**config.mk**
```make
export PLATFORM = sky130hd
export DESIGN_NAME = sadc_top
export DESIGN_NICKNAME = d
export VERILOG_FILES = /design/src/sadc_pkg.sv /design/src/sadc_top.sv
export VERILOG_INCLUDE_DIRS = /design/src
export SDC_FILE = /design/constraint.sdc
export NUM_CORES = 1
export LEC_CHECK = 0
export BUFFER_PORTS_ARGS = -buffer_cell sky130_fd_sc_hd__buf_2
export CAP_MARGIN = 20
export CORE_MARGIN = 1.5
export CORE_UTILIZATION = 56
export CTS_CLUSTER_DIAMETER = 50
export DETAILED_ROUTE_END_ITERATION = 10
export GPL_ROUTABILITY_DRIVEN = 0
export MAX_ROUTING_LAYER = met4
export PLACE_DENSITY = 0.75
export SYNTH_ARGS = -nofsm -noshare
export SYNTH_HDL_FRONTEND = slang
export SYNTH_SLANG_ARGS = --single-unit
```
**constraint.sdc**
```tcl
create_clock -name clk -period 3 [get_ports clk]
set_clock_uncertainty 0.05 [all_clocks]
set_input_delay 0.6 -clock clk [delete_from_list [all_inputs] [get_ports clk]]
set_output_delay 0.6 -clock clk [all_outputs]
set_load 0.01 [all_outputs]
```
**src/sadc_map.svh**
```systemverilog
`ifndef SADC_MAP_SVH
`define SADC_MAP_SVH

// ----------------------------------------------------------------------------
// Clock and timing.
// ----------------------------------------------------------------------------
`define SADC_CLK_MHZ 100
`define SADC_CONV_TIME_NS 20000
`define SADC_CONV_CYCLES ((`SADC_CONV_TIME_NS * `SADC_CLK_MHZ + 999) / 1000)
`define SADC_DCLK_QUARTER_NS 50
`define SADC_DCLK_QUARTER_CYCLES ((`SADC_DCLK_QUARTER_NS * `SADC_CLK_MHZ + 999) / 1000)

// ----------------------------------------------------------------------------
// Data layout.
// ----------------------------------------------------------------------------
`define SADC_RESULT_BITS 16
`define SADC_SERIAL_BITS 16
`define SADC_MSB 15
`define SADC_BYTE_HI_TOP 15
`define SADC_BYTE_HI_BOT 8
`define SADC_BYTE_LO_TOP 7
`define SADC_BYTE_LO_BOT 0
`define SADC_FIFO_DEPTH 16
`define SADC_RESULT_RESET 16'h0000

`endif

```
**src/sadc_pkg.sv**
```systemverilog
package sadc_pkg;

   typedef struct packed {
      logic cs_n;
      logic rd_conv;
      logic byte_sel;
      logic output_code_select;
      logic serial_clock_source_select;
      logic tag_in;
      logic power_down_in;
      logic reference_disable;
      logic serial_bit_clock;
   } sadc_pins_t;

   typedef enum logic [1:0] {
      SADC_IDLE = 2'b00,
      SADC_CONV = 2'b01,
      SADC_PUSH = 2'b10,
      SADC_LOAD = 2'b11
   } sadc_state_t;

endpackage

```
**src/sadc_top.sv**
```systemverilog
`timescale 1ns/100ps
`default_nettype none
`include "sadc_map.svh"

// ----------------------------------------------------------------------------
// Result FIFO.
// ----------------------------------------------------------------------------
module sadc_fifo #(
   parameter int WIDTH = `SADC_RESULT_BITS,
   parameter int DEPTH = `SADC_FIFO_DEPTH
) (
   input wire logic clk,
   input wire logic rst_n,
   input wire logic [WIDTH-1:0] in_data,
   input wire logic in_valid,
   output logic in_ready,
   output logic [WIDTH-1:0] out_data,
   output logic out_valid,
   input wire logic out_ready
);
   localparam int AW = $clog2(DEPTH);
   logic [WIDTH-1:0] mem_q [DEPTH];
   logic [AW:0] wr_q;
   logic [AW:0] rd_q;
   logic full;
   logic empty;

   assign empty = (wr_q == rd_q);
   assign full = (wr_q[AW] != rd_q[AW]) && (wr_q[AW-1:0] == rd_q[AW-1:0]);
   assign in_ready = !full;
   assign out_valid = !empty;
   assign out_data = mem_q[rd_q[AW-1:0]];

   always_ff @(posedge clk) begin
      if (in_valid && !full) begin
         mem_q[wr_q[AW-1:0]] <= in_data;
      end
   end

   always_ff @(posedge clk) begin
      if (!rst_n) begin
         wr_q <= '0;
      end else if (in_valid && !full) begin
         wr_q <= wr_q + (AW+1)'(1);
      end
   end

   always_ff @(posedge clk) begin
      if (!rst_n) begin
         rd_q <= '0;
      end else if (out_ready && !empty) begin
         rd_q <= rd_q + (AW+1)'(1);
      end
   end
endmodule

// ----------------------------------------------------------------------------
// Converter control and data port.
// ----------------------------------------------------------------------------
module sadc_top import sadc_pkg::*; #(
   parameter int CONV_CYCLES = `SADC_CONV_CYCLES,
   parameter int QUARTER_CYCLES = `SADC_DCLK_QUARTER_CYCLES
) (
   input wire logic clk,
   input wire logic rst_n,
   input wire logic cs_n,
   input wire logic rd_conv,
   input wire logic byte_sel,
   input wire logic output_code_select,
   input wire logic serial_clock_source_select,
   input wire logic tag_in,
   input wire logic power_down_in,
   input wire logic reference_disable,
   input wire logic [15:0] sample_in,
   input wire logic serial_bit_clock_i,
   output logic serial_bit_clock_o,
   output logic serial_bit_clock_oe,
   output logic serial_data_out,
   output logic [7:0] parallel_out,
   output logic parallel_oe,
   output logic busy,
   output logic power_save,
   output logic internal_ref_on
);
   sadc_pins_t pins_raw;
   sadc_pins_t meta_q;
   sadc_pins_t pin_q;
   logic start_n_q;
   logic ext_clk_q;
   sadc_state_t state_q;
   logic [31:0] conv_cnt_q;
   logic [15:0] sample_q;
   logic [15:0] result_q;
   logic fifo_in_ready;
   logic [15:0] fifo_out_data;
   logic fifo_out_valid;
   logic fifo_out_ready;
   logic start_n;
   logic start_evt;
   logic int_mode;
   logic [15:0] coded;
   logic [15:0] shift_q;
   logic [4:0] int_bits_q;
   logic [1:0] phase_q;
   logic [31:0] quarter_cnt_q;
   logic quarter_tick;
   logic int_active;
   logic int_clk_q;
   logic int_data_q;
   logic tag_hold_q;
   logic [4:0] ext_bits_q;
   logic ext_fall;
   logic read_phase;
   logic ser_q;
   logic [7:0] par_q;

   // -------------------------------------------------------------------------
   // Pin synchronisers.
   // -------------------------------------------------------------------------
   assign pins_raw = '{cs_n: cs_n, rd_conv: rd_conv, byte_sel: byte_sel,
      output_code_select: output_code_select,
      serial_clock_source_select: serial_clock_source_select, tag_in: tag_in,
      power_down_in: power_down_in, reference_disable: reference_disable,
      serial_bit_clock: serial_bit_clock_i};

   always_ff @(posedge clk) begin
      if (!rst_n) begin
         meta_q <= '{cs_n: 1'b1, rd_conv: 1'b1, default: 1'b0};
         pin_q <= '{cs_n: 1'b1, rd_conv: 1'b1, default: 1'b0};
      end else begin
         meta_q <= pins_raw;
         pin_q <= meta_q;
      end
   end

   // -------------------------------------------------------------------------
   // Conversion start and busy.
   // -------------------------------------------------------------------------
   assign start_n = pin_q.cs_n | pin_q.rd_conv;
   assign start_evt = start_q_fall(start_n_q, start_n);
   assign int_mode = !pin_q.serial_clock_source_select;

   function automatic logic start_q_fall(input logic prev, input logic now);
      start_q_fall = prev && !now;
   endfunction

   always_ff @(posedge clk) begin
      if (!rst_n) begin
         start_n_q <= 1'b1;
      end else begin
         start_n_q <= start_n;
      end
   end

   always_ff @(posedge clk) begin
      if (!rst_n) begin
         state_q <= SADC_IDLE;
         conv_cnt_q <= '0;
         sample_q <= '0;
      end else begin
         unique case (state_q)
            SADC_IDLE: begin
               if (start_evt && !pin_q.power_down_in) begin
                  state_q <= SADC_CONV;
                  conv_cnt_q <= '0;
                  sample_q <= sample_in;
               end
            end
            SADC_CONV: begin
               if (conv_cnt_q == 32'(CONV_CYCLES - 1)) begin
                  state_q <= SADC_PUSH;
               end else begin
                  conv_cnt_q <= conv_cnt_q + 32'd1;
               end
            end
            SADC_PUSH: begin
               if (fifo_in_ready) begin
                  state_q <= SADC_LOAD;
               end
            end
            SADC_LOAD: begin
               if (fifo_out_valid && fifo_out_ready) begin
                  state_q <= SADC_IDLE;
               end
            end
         endcase
      end
   end

   assign busy = (state_q == SADC_IDLE);
   assign power_save = pin_q.power_down_in;
   assign internal_ref_on = !pin_q.reference_disable;

   // -------------------------------------------------------------------------
   // Result buffer and output register.
   // -------------------------------------------------------------------------
   assign fifo_out_ready = (state_q == SADC_LOAD) && !int_active;

   sadc_fifo #(
      .WIDTH(`SADC_RESULT_BITS),
      .DEPTH(`SADC_FIFO_DEPTH)
   ) u_fifo (
      .clk(clk),
      .rst_n(rst_n),
      .in_data(sample_q),
      .in_valid(state_q == SADC_PUSH),
      .in_ready(fifo_in_ready),
      .out_data(fifo_out_data),
      .out_valid(fifo_out_valid),
      .out_ready(fifo_out_ready)
   );

   always_ff @(posedge clk) begin
      if (!rst_n) begin
         result_q <= `SADC_RESULT_RESET;
      end else if (fifo_out_valid && fifo_out_ready) begin
         result_q <= fifo_out_data;
      end
   end

   // Two's complement is the straight-binary code with the MSB inverted.
   assign coded = {result_q[`SADC_MSB] ^ !pin_q.output_code_select, result_q[14:0]};

   // -------------------------------------------------------------------------
   // Parallel port.
   // -------------------------------------------------------------------------
   always_ff @(posedge clk) begin
      if (!rst_n) begin
         par_q <= '0;
      end else if (pin_q.byte_sel) begin
         par_q <= coded[`SADC_BYTE_LO_TOP:`SADC_BYTE_LO_BOT];
      end else begin
         par_q <= coded[`SADC_BYTE_HI_TOP:`SADC_BYTE_HI_BOT];
      end
   end

   assign parallel_out = par_q;
   assign parallel_oe = !pin_q.cs_n && pin_q.rd_conv;

   // -------------------------------------------------------------------------
   // Internal bit clock burst.
   // -------------------------------------------------------------------------
   assign int_active = (int_bits_q != 5'd0);
   assign quarter_tick = int_active && (quarter_cnt_q == 32'(QUARTER_CYCLES - 1));

   always_ff @(posedge clk) begin
      if (!rst_n || !int_active) begin
         quarter_cnt_q <= '0;
      end else if (quarter_tick) begin
         quarter_cnt_q <= '0;
      end else begin
         quarter_cnt_q <= quarter_cnt_q + 32'd1;
      end
   end

   always_ff @(posedge clk) begin
      if (!rst_n) begin
         int_bits_q <= '0;
         phase_q <= '0;
         shift_q <= '0;
         int_clk_q <= 1'b0;
         int_data_q <= 1'b0;
         tag_hold_q <= 1'b0;
      end else if (start_evt && busy && !pin_q.power_down_in && int_mode) begin
         int_bits_q <= 5'(`SADC_SERIAL_BITS);
         phase_q <= '0;
         shift_q <= {coded[14:0], 1'b0};
         int_data_q <= coded[`SADC_MSB];
         int_clk_q <= 1'b0;
         tag_hold_q <= pin_q.tag_in;
      end else if (quarter_tick) begin
         phase_q <= phase_q + 2'd1;
         unique case (phase_q)
            2'd0: int_clk_q <= 1'b1;
            2'd1: int_clk_q <= 1'b1;
            2'd2: int_clk_q <= 1'b0;
            2'd3: begin
               // Data moves a quarter period after the falling edge.
               int_bits_q <= int_bits_q - 5'd1;
               int_data_q <= shift_q[`SADC_MSB];
               shift_q <= {shift_q[14:0], 1'b0};
            end
         endcase
      end
   end

   // -------------------------------------------------------------------------
   // External bit clock shifting.
   // -------------------------------------------------------------------------
   assign read_phase = !pin_q.cs_n && pin_q.rd_conv;
   assign ext_fall = ext_clk_q && !pin_q.serial_bit_clock;

   always_ff @(posedge clk) begin
      if (!rst_n) begin
         ext_clk_q <= 1'b0;
      end else begin
         ext_clk_q <= pin_q.serial_bit_clock;
      end
   end

   always_ff @(posedge clk) begin
      if (!rst_n || !read_phase || int_mode) begin
         ext_bits_q <= '0;
      end else if (ext_fall && ext_bits_q != 5'(`SADC_SERIAL_BITS)) begin
         ext_bits_q <= ext_bits_q + 5'd1;
      end
   end

   // -------------------------------------------------------------------------
   // Serial output mux.
   // -------------------------------------------------------------------------
   always_ff @(posedge clk) begin
      if (!rst_n) begin
         ser_q <= 1'b0;
      end else if (int_mode) begin
         ser_q <= int_active ? int_data_q : tag_hold_q;
      end else if (ext_bits_q == 5'(`SADC_SERIAL_BITS)) begin
         ser_q <= read_phase ? pin_q.tag_in : 1'b0;
      end else begin
         ser_q <= coded[4'(`SADC_MSB - ext_bits_q)];
      end
   end

   assign serial_data_out = ser_q;
   assign serial_bit_clock_o = int_clk_q;
   assign serial_bit_clock_oe = int_mode;
endmodule
`default_nettype wire

```
# Word-level counts from Yosys, hierarchy flattened
# Memories as Yosys holds them, arrays and structs flattened. A register that Yosys moved wholly into a read port is not among the register bits.
# Index checks and enable logic that the tools add are counted.
# totals
mem_count	1
elab_cells	139
mem_bits_rw	256
reg_bits	151
# mem_list
memory	depth	word_bits	rd	rd_ports_with_merged_regs	write_ports	line_no	text
u_fifo.mem_q	16	16	1	1	1	sadc_top.sv:22	logic [WIDTH-1:0] mem_q [DEPTH];
# op_classes
bitwise_logic	3
n_reduce_logical	45
n_lt_le_gt_ge	1
muxes	27
n_addsub	8
eq_ne	18
# ops
op	n
$add A32 B1 Y32 const B	2
$mux W32	2
$pmux W32 S2	1
$mux W16	3
$eq A32 B11 Y1 const B	1
$eq A32 B3 Y1 const B	1
$add A5 B1 Y5 const B	3
$mux W5	3
$logic_and A1 B1 Y1	13
$logic_not A1 Y1	13
$mux W1	10
$eq A2 B2 Y1 const B	4
$mux W2	4
$mux W8	1
$ne A2 B2 Y1 const B	4
$pmux W2 S4	1
$reduce_and A2 Y1	4
$reduce_bool A2 Y1	4
$reduce_or A2 Y1	3
$eq A5 B5 Y1	1
$eq A5 B5 Y1 const B	1
$lt A4 B5 Y1 const B	1
$ne A5 B5 Y1 const B	1
$reduce_bool A5 Y1	1
16 further kinds	20

# Depth between registers and ports, before layout
# Gate-level depths: netlist of the first run.
# depth
ltp_word	8
ltp_mapped	9

# Cells and area by module
# Synthesis of the first run repeated with hierarchy kept, for this count alone.
# unflattened
hier_cells	1228
area_unflattened_um2	17397.9
# modules_own_cells
module	area_per_inst_um2	cells_each	instances	seq_area_each_um2
sadc_fifo	10635.2	462	1	7967.6
sadc_top	6762.7	766	1	3143.0

# Least setup slack after synthesis of the first run
# Ideal clock, no wire load.
# synth_path
kind	flip-flop to flip-flop
from	reg u_fifo.rd_q[0]
to	mem u_fifo.mem_q[2][0] (netlist name), enable pin
path_stages_with_launch	8
setup_ns	0.409
t_arrival_ns	2.547
path_slack_ns	-0.007
synth_period_minus_slack_ns	3.007
path_cell_list	dfxtp_1 -> buf_2 -> xnor2_1 -> and4_1 -> clkbuf_1 -> a21oi_1 -> nand2_1 -> nor3_1
# synth_between
elab_chain_cells	6
# synth_rtl
element	line_no	text
start: declaration	sadc_top.sv:24	logic [AW:0] rd_q;
start signal: assignment	sadc_top.sv:52	rd_q <= rd_q + (AW+1)'(1);
$eq A4 B4 Y1	sadc_top.sv:29	assign full = (wr_q[AW] != rd_q[AW]) && (wr_q[AW-1:0] == rd_q[AW-1:0]);
$logic_and A1 B1 Y1	sadc_top.sv:29	
$logic_not A1 Y1	n/a	
$logic_and A1 B1 Y1	sadc_top.sv:35	if (in_valid && !full) begin
$mux W1	sadc_top.sv:35	
$mux W1 (implied by the code)	sadc_top.sv:36	mem_q[wr_q[AW-1:0]] <= in_data;
end: declaration	sadc_top.sv:22	
# No other way between the ends.

# Final worst setup path of the first run
# layout_path
from	reg u_fifo.wr_q[3]
to	mem u_fifo.mem_q[2][8] (netlist name), enable pin
# layout_between
elab_chain_cells	6
# layout_rtl
element	line_no	text
start: declaration	sadc_top.sv:23	logic [AW:0] wr_q;
start signal: assignment	sadc_top.sv:44	wr_q <= wr_q + (AW+1)'(1);
$eq A4 B4 Y1	sadc_top.sv:29	
$logic_and A1 B1 Y1	sadc_top.sv:29	
$logic_not A1 Y1	n/a	
$logic_and A1 B1 Y1	sadc_top.sv:35	
$mux W1	sadc_top.sv:35	
$mux W1 (implied by the code)	sadc_top.sv:36	
# Several ways; a longest one is shown, not always the timed one.

==> impl_metrics.csv, run 1 <==
group,metric,value,unit
clock_network,cts_sinks,423,
pwr,switching_share,20.1,%
finish,antenna_cells,0,
setup_path,ff2ff_path_depth,6,
timing,max_freq,0.378,GHz
clock_network,h-tree-depth,2,
setup_path,path_max_fanout,16,
run_status,outcome,"finished, final reports clean",
grt,grt_max_degree,68,
timing,fin_tns_setup,0,ns
hold_path,min_from,"cs_n",
floorplanning,die_w,178,um
logic_synthesis,async_flop_share,0,%
pwr,peakVddDrop,670,uV
timing,fin_ws,0.356,ns
clock_network,cts-resized-gates,0,
clock_network,postCtsHoldBufs,0,
routing,firstDrtPassIters,5,
timing,drv_slew,0,
pwr,p_seq_share,52.6,%
grt,grt_pass1_vias,9807,
grt,grt_antenna_before_repair,0,
logic_synthesis,netlist_instances,1204,
setup_path,crit_path_start_kind,"register",
setup_path,rr_startpoint,"u_fifo.wr_q[3]$_SDFFE_PN0P_",
pwr,power.total,11.7,mW
timing,hold_viol,0,
setup_path,r2r_end,"u_fifo.mem_q[2][8]$_DFFE_PP_",
clock_network,path_clk_slew,0.06,ns
timing,worstMarginPinSlew,0.978,ns
flow_run,drv_cap,0,
routing,dr_total_vias,9964,
logic_synthesis,yosysSeqAreaShare,64.6,%
routing,wl_per_cell,20.8,um
grt,track_usage,23.9,%
timing,timing.hold.ws,0.198,ns
pwr,power_frac_clock,45.8,%
timing,rsz0062_at_grt,"false",
placed_design,hpwl,20.4,mm
pwr,p_per_area,606,mW/mm^2
logic_synthesis,syn_nets,1249,
timing,min_period,2.64,ns
placed_design,io_buffer_count,41,
finish,final_common_cell,"edfxtp_1",
setup_path,worstPathArrival,2.80,ns
clock_network,clk_path_buf_depth,3,
clock_network,clk_latency,0.55,ns
routing,drt_iter0_markers,916,
logic_synthesis,synth_area,0.0171,sq mm
setup_path,ff2ff_setup_slack,0.36,ns
routing,drc,0,
logic_synthesis,yosysWarnings,0,
setup_path,worstPathRequired,3.16,ns
hold_path,hp-class,"input port to register",
pwr,power.internal,9.34,mW
finish,nFillCells,2138,
floorplanning,dieArea,0.0315,sq mm
logic_synthesis,ys.flop_type,"edfxtp_1",
floorplanning,initial_utilization,57.3,%
finish,syn_to_final_growth,12.9,%
finish,nets,1311,
floorplanning,core.rowCount,63,
floorplanning,core,0.0298,sq mm
logic_synthesis,postSynthAreaPerCell,14.2,sq um
pwr,combPwrFrac,1.6,%
clock_network,cts_inserted_buffers,44,
logic_synthesis,synth-seq-cells,423,
floorplanning,fp.dieH,178,um
timing,fin_crit_sh,88.1,%
pwr,p_switching,2.35,mW
clock_network,cts_setup_buffers,0,
clock_network,clock-root-buffer,"clkbuf_16",
setup_path,cp-end-kind,"register",
logic_synthesis,ys_types,61,
finish,layout_common_cells,"edfxtp_1, dfxtp_1, nor2_1",
clock_network,cts_tree,"built",
finish,drive_above_1_share,20.4,%
routing,ant_nets,0,
timing,slew_headroom,34.6,%
routing,drt-total-wl,35.2,mm
grt,grt_remaining_overflow,0,
grt,grt_pass1_wl,55.1,mm
placed_design,dp_slack,0.429,ns
finish,finish.utilization,64.7,%
hold_path,min_to,"meta_q[8]$_SDFF_PN1_",
hold_path,whs_path_depth,2,
floorplanning,ios,42,
logic_synthesis,synth_edf_count,256,
pwr,leakage,6.27,nW
timing,setup_viol,0,
setup_path,criticalPathCategory,"register to register",
routing,avgViaCountPerCell,5.89,
-- power by group through the flow --
stage                     Sequential, mW  Combinational [mW]  Clock [mW]
after floorplan                     6.27               0.124           0
after global placement              6.27               0.181           0
after detailed placement            6.27               0.184           0
after CTS                           6.15               0.185        5.45
after global routing                6.15               0.201        5.67
final                               6.15               0.184        5.36
-- stage by stage --
step	std cells	instance area [sq um]
after global placement	1610	17800
after global routing	1691	19300
after detailed placement	1610	17800
after CTS	1691	19300
final	1691	19300
after floorplan	1204	17100
-- logic make-up after synthesis --
logic type | after synthesis | share of synthesized area, %
compound gates | 112 | 4.48
xor+xnor | 70 | 3.59
fa+ha+maj | 18 | 1.32
buf+inv | 92 | 2.28
flops | 423 | 64.6
mux | 111 | 12.6
simple gates | 378 | 11.1
-- Yosys cell counts, drive strengths merged, types with 2 or more instances --
| library cell | instances | area share, % |
|---|---|---|
| a211oi | 20 | 0.88 |
| a21oi | 39 | 1.2 |
| a221oi | 2 | 0.14 |
| a22o | 2 | 0.10 |
| a31o | 3 | 0.15 |
| and2 | 21 | 0.77 |
| and3 | 11 | 0.40 |
| and3b | 2 | 0.10 |
| and4 | 6 | 0.31 |
| buf | 20 | 0.70 |
| clkbuf | 40 | 0.88 |
| dfxtp | 167 | 20 |
| edfxtp | 256 | 45 |
| ha | 18 | 1.3 |
| inv | 32 | 0.70 |
| mux2i | 28 | 1.6 |
| mux4 | 83 | 11 |
| nand2 | 90 | 2.0 |
| nand2b | 6 | 0.22 |
| nand3 | 25 | 0.73 |
| nand3b | 3 | 0.13 |
| nand4 | 28 | 1.0 |
| nor2 | 117 | 2.6 |
| nor3 | 21 | 0.62 |
| nor4 | 20 | 0.89 |
| nor4b | 5 | 0.40 |
| o2111ai | 2 | 0.14 |
| o21ai | 17 | 0.50 |
| o2bb2ai | 16 | 0.82 |
| or2 | 2 | 0.073 |
| or3 | 10 | 0.37 |
| or4 | 7 | 0.31 |
| xnor2 | 42 | 2.2 |
| xor2 | 28 | 1.4 |
-- worst max-delay path, stage by stage (launching register included) --
cell and delay [ns]:
dfxtp_1 0.57, xnor2_1 0.17, and4_1 0.25, a21oi_1 0.48, nand2_1 0.28, nor3_2 0.16, buf_4 0.35
-- sequential cells by signal, indices dropped and copies added (netlist names), 2 cells and up --
signal	cells
conv_cnt_q	32
ext_bits_q	5
int_bits_q	5
meta_q	9
parallel_out	8
phase_q	2
pin_q	8
quarter_cnt_q	32
result_q	16
sample_q	16
shift_q	15
state_q	2
u_fifo.mem_q	256
u_fifo.rd_q	5
u_fifo.wr_q	5
-- layout make-up --
class	count	area, sq um	share of cell area (%)
flip-flops and latches	423	11000	57.2
repair buffers	76	480	2.49
clock buffers	66	1320	6.83
clock inverters	15	138	0.714
inverters	32	120	0.623
multi-input cells	689	5700	29.6
well taps	390	488	2.53
-- worst max path at each step --
| stage | start | end | slack (ns) | cells after the start |
|---|---|---|---|---|
| after floorplan | u_fifo.wr_q[4]$_SDFFE_PN0P_ | u_fifo.mem_q[3][0]$_DFFE_PP_ | 0.39 | 3 |
| after global placement | u_fifo.wr_q[3]$_SDFFE_PN0P_ | u_fifo.mem_q[2][4]$_DFFE_PP_ | 0.52 | 6 |
| after detailed placement | u_fifo.wr_q[3]$_SDFFE_PN0P_ | u_fifo.mem_q[2][9]$_DFFE_PP_ | 0.43 | 6 |
| after CTS | u_fifo.wr_q[3]$_SDFFE_PN0P_ | u_fifo.mem_q[2][5]$_DFFE_PP_ | 0.40 | 6 |
| after global routing | u_fifo.wr_q[3]$_SDFFE_PN0P_ | u_fifo.mem_q[2][11]$_DFFE_PP_ | 0.22 | 6 |
| final | u_fifo.wr_q[3]$_SDFFE_PN0P_ | u_fifo.mem_q[2][8]$_DFFE_PP_ | 0.36 | 6 |
-- routing by layer --
layer	vias up	share of wire, %	track usage [%]
li1	4650	-	-
met1	4959	44	32.2
met2	303	48	38.0
met3	52	5.9	4.03
met4	0	2.1	6.30
met5	-	0	-
(Power assumes the default switching activity.)
==> run 2: changes to the inputs <==
Settings changed: CORE_ASPECT_RATIO from default to 0.6.
Clock period 3 ns to 2.4 ns, I/O delays scaled along.
==> run 2 against run 1 <==
Flip-flop and latch count is the same. Critical endpoint is now u_fifo.mem_q[0][10]$_DFFE_PP_. Clock power grew 17%. Combinational power grew 34%. Sequential share of layout area shrank 0.49 points. Critical path type unchanged. Final area grew 0.86%. Sequential power grew 25%. Critical path depth grew 1. Fmax grew 14%. Cell count grew 1.7%. Hold slack lost 0.12 ns.
==> impl_metrics.csv, run 2 (synthesis gave the netlist of run 1 again) <==
group,metric,value,unit
run_status,outcome,"finished, final reports clean",
pwr,power.total,14.2,mW
floorplanning,initial_utilization,56.9,%
setup_path,crit_path_frequent_cell,"buf_4",
routing,drt_iter0_markers,1086,
placed_design,place_area,0.0181,sq mm
grt,grt_remaining_overflow,0,
timing,drv_slew,0,
finish,largest_reg_flops,256,
clock_network,cts_setup_buffers,0,
routing,avgViaCountPerCell,5.89,
grt,grt_pass1_wl,57.7,mm
setup_path,cp_slowest_cell,"dfxtp_1",
finish,finalInstanceArea,0.0194,sq mm
timing,rsz0062_at_grt,"false",
setup_path,r2r_end,"u_fifo.mem_q[0][10]$_DFFE_PP_",
flow_run,drv_cap,0,
pwr,leakage,6.36,nW
grt,track_usage,24.6,%
timing,fin_tns_setup,0,ns
timing,setup_viol,0,
placed_design,place_inst,1648,
finish,drive_above_1_share,21.3,%
routing,ant_nets,0,
floorplanning,ios,42,
clock_network,cts_sinks,423,
routing,drc,0,
finish,antenna_cells,0,
clock_network,cts_inserted_buffers,39,
setup_path,critPathBufInv,2,
routing,dr_total_vias,10100,
setup_path,cp-end-kind,"register",
pwr,p_per_area,731,mW/mm^2
floorplanning,die_w,228,um
timing,slew_headroom,31.2,%
timing,timing.hold.ws,0.0780,ns
finish,final_common_cell,"edfxtp_1",
setup_path,ff2ff_setup_slack,0.09,ns
floorplanning,core,0.0300,sq mm
finish,layout_common_cells,"edfxtp_1, dfxtp_1, nor2_1",
routing,wl_per_cell,21.5,um
setup_path,criticalPathCategory,"register to register",
clock_network,path_clk_slew,0.07,ns
setup_path,worstPathArrival,2.48,ns
timing,fin_crit_sh,96.3,%
hold_path,min_from,"rd_conv",
hold_path,whs_path_depth,2,
grt,grt_max_degree,68,
timing,hold_viol,0,
timing,worstMarginPinSlew,1.03,ns
timing,min_period,2.31,ns
setup_path,crit_path_start_kind,"register",
hold_path,hp-class,"input port to register",
setup_path,worst_path_dominant_cell_family,"simple AND/OR/NAND/NOR gates",
floorplanning,core.rowCount,49,
floorplanning,dieArea,0.0316,sq mm
pwr,peakVddDrop,456,uV
routing,drt-total-wl,37.1,mm
timing,max_freq,0.433,GHz
setup_path,startpoint,"u_fifo.wr_q[0]$_SDFFE_PN0P_",
grt,grt_antenna_before_repair,1,
clock_network,cts-resized-gates,0,
grt,grt_pass1_vias,9742,
placed_design,hpwl,23.0,mm
clock_network,clock-root-buffer,"clkbuf_16",
placed_design,io_buffer_count,41,
clock_network,clk_latency,0.55,ns
setup_path,ff2ff_path_depth,7,
setup_path,worstPathRequired,2.57,ns
clock_network,h-tree-depth,2,
clock_network,cts_tree,"built",
setup_path,crit_chain,"xnor2_1, and4_1, a21oi_1, buf_4, nand2_1, nor3_2, buf_4",
clock_network,clk_path_buf_depth,3,
hold_path,min_to,"meta_q[7]$_SDFF_PN1_",
clock_network,postCtsHoldBufs,0,
finish,instances_no_fill,1720,
setup_path,path_max_fanout,10,
finish,syn_to_final_growth,13.9,%
setup_path,critPathMaxStageDelay,0.47,ns
setup_path,rr_startpoint,"u_fifo.wr_q[0]$_SDFFE_PN0P_",
routing,firstDrtPassIters,5,
floorplanning,fp.dieH,138,um
finish,nets,1326,
## run 2: changes by cell type in the layout (fill, tap and decap cells not counted), sizes merged
| cell | previous run | this run |
|---|---|---|
| buf | 76 | 96 |
| clkbuf | 66 | 62 |
| inv | 35 | 36 |
| clkinv | 8 | 6 |
| clkinvlp | 3 | 0 |
| bufinv | 1 | 0 |
## run 2: layer usage
| layer | share of wire (%) | global-route usage [%] | routed length (um) | up-vias |
|---|---|---|---|---|
| li1 | - | - | - | 4688 |
| met3 | 7.4 | 3.96 | 2740 | 41 |
| met2 | 44 | 34.8 | 16300 | 352 |
| met5 | 0 | - | 0 | - |
| met1 | 47 | 38.0 | 17500 | 5045 |
| met4 | 1.3 | 4.91 | 469 | 0 |
## run 2: worst register-to-register path, cell delays in order (launching register included)
cell and delay (ns):
dfxtp_1 0.47, xnor2_1 0.15, and4_1 0.30, a21oi_1 0.19, buf_4 0.16, nand2_1 0.15
nor3_2 0.21, buf_4 0.30
## run 2: worst max path at each step
stage               cells after the start                             to  slack [ns]
floorplan                               7  u_fifo.mem_q[10][0]$_DFFE_PP_       -0.18
CTS                                     7  u_fifo.mem_q[0][10]$_DFFE_PP_        0.12
finish                                  7  u_fifo.mem_q[0][10]$_DFFE_PP_        0.09
detailed placement                      5        state_q[1]$_SDFFE_PN0P_        0.17
global placement                        5        state_q[1]$_SDFFE_PN0P_        0.27
global route                            7  u_fifo.mem_q[2][10]$_DFFE_PP_       0.002
## run 2: per-stage QoR
step	utilization [%]	worst slack, ns
2_1_floorplan	-	-0.184
3_3_place_gp	60.5	0.273
3_5_place_dp	60.5	0.175
4_1_cts	64.9	0.117
5_1_grt	64.9	0.00245
6_report	64.9	0.0886
## run 2: area by class of cell
type / count / area (sq um)
Sequential cell: 423 / 11000
Fill cell: 2114 / 10500
Multi-Input combinational cell: 689 / 5710
Clock buffer: 62 / 1250
Timing Repair Buffer: 96 / 756
Tap cell: 408 / 510
Inverter: 32 / 120
Clock inverter: 10 / 68.8
## run 2: power by group
group	total (mW)	internal, mW	switching (mW)
sequential	7.68	7.65	0.0296
combinational	0.247	0.0946	0.153
clock	6.28	3.60	2.68
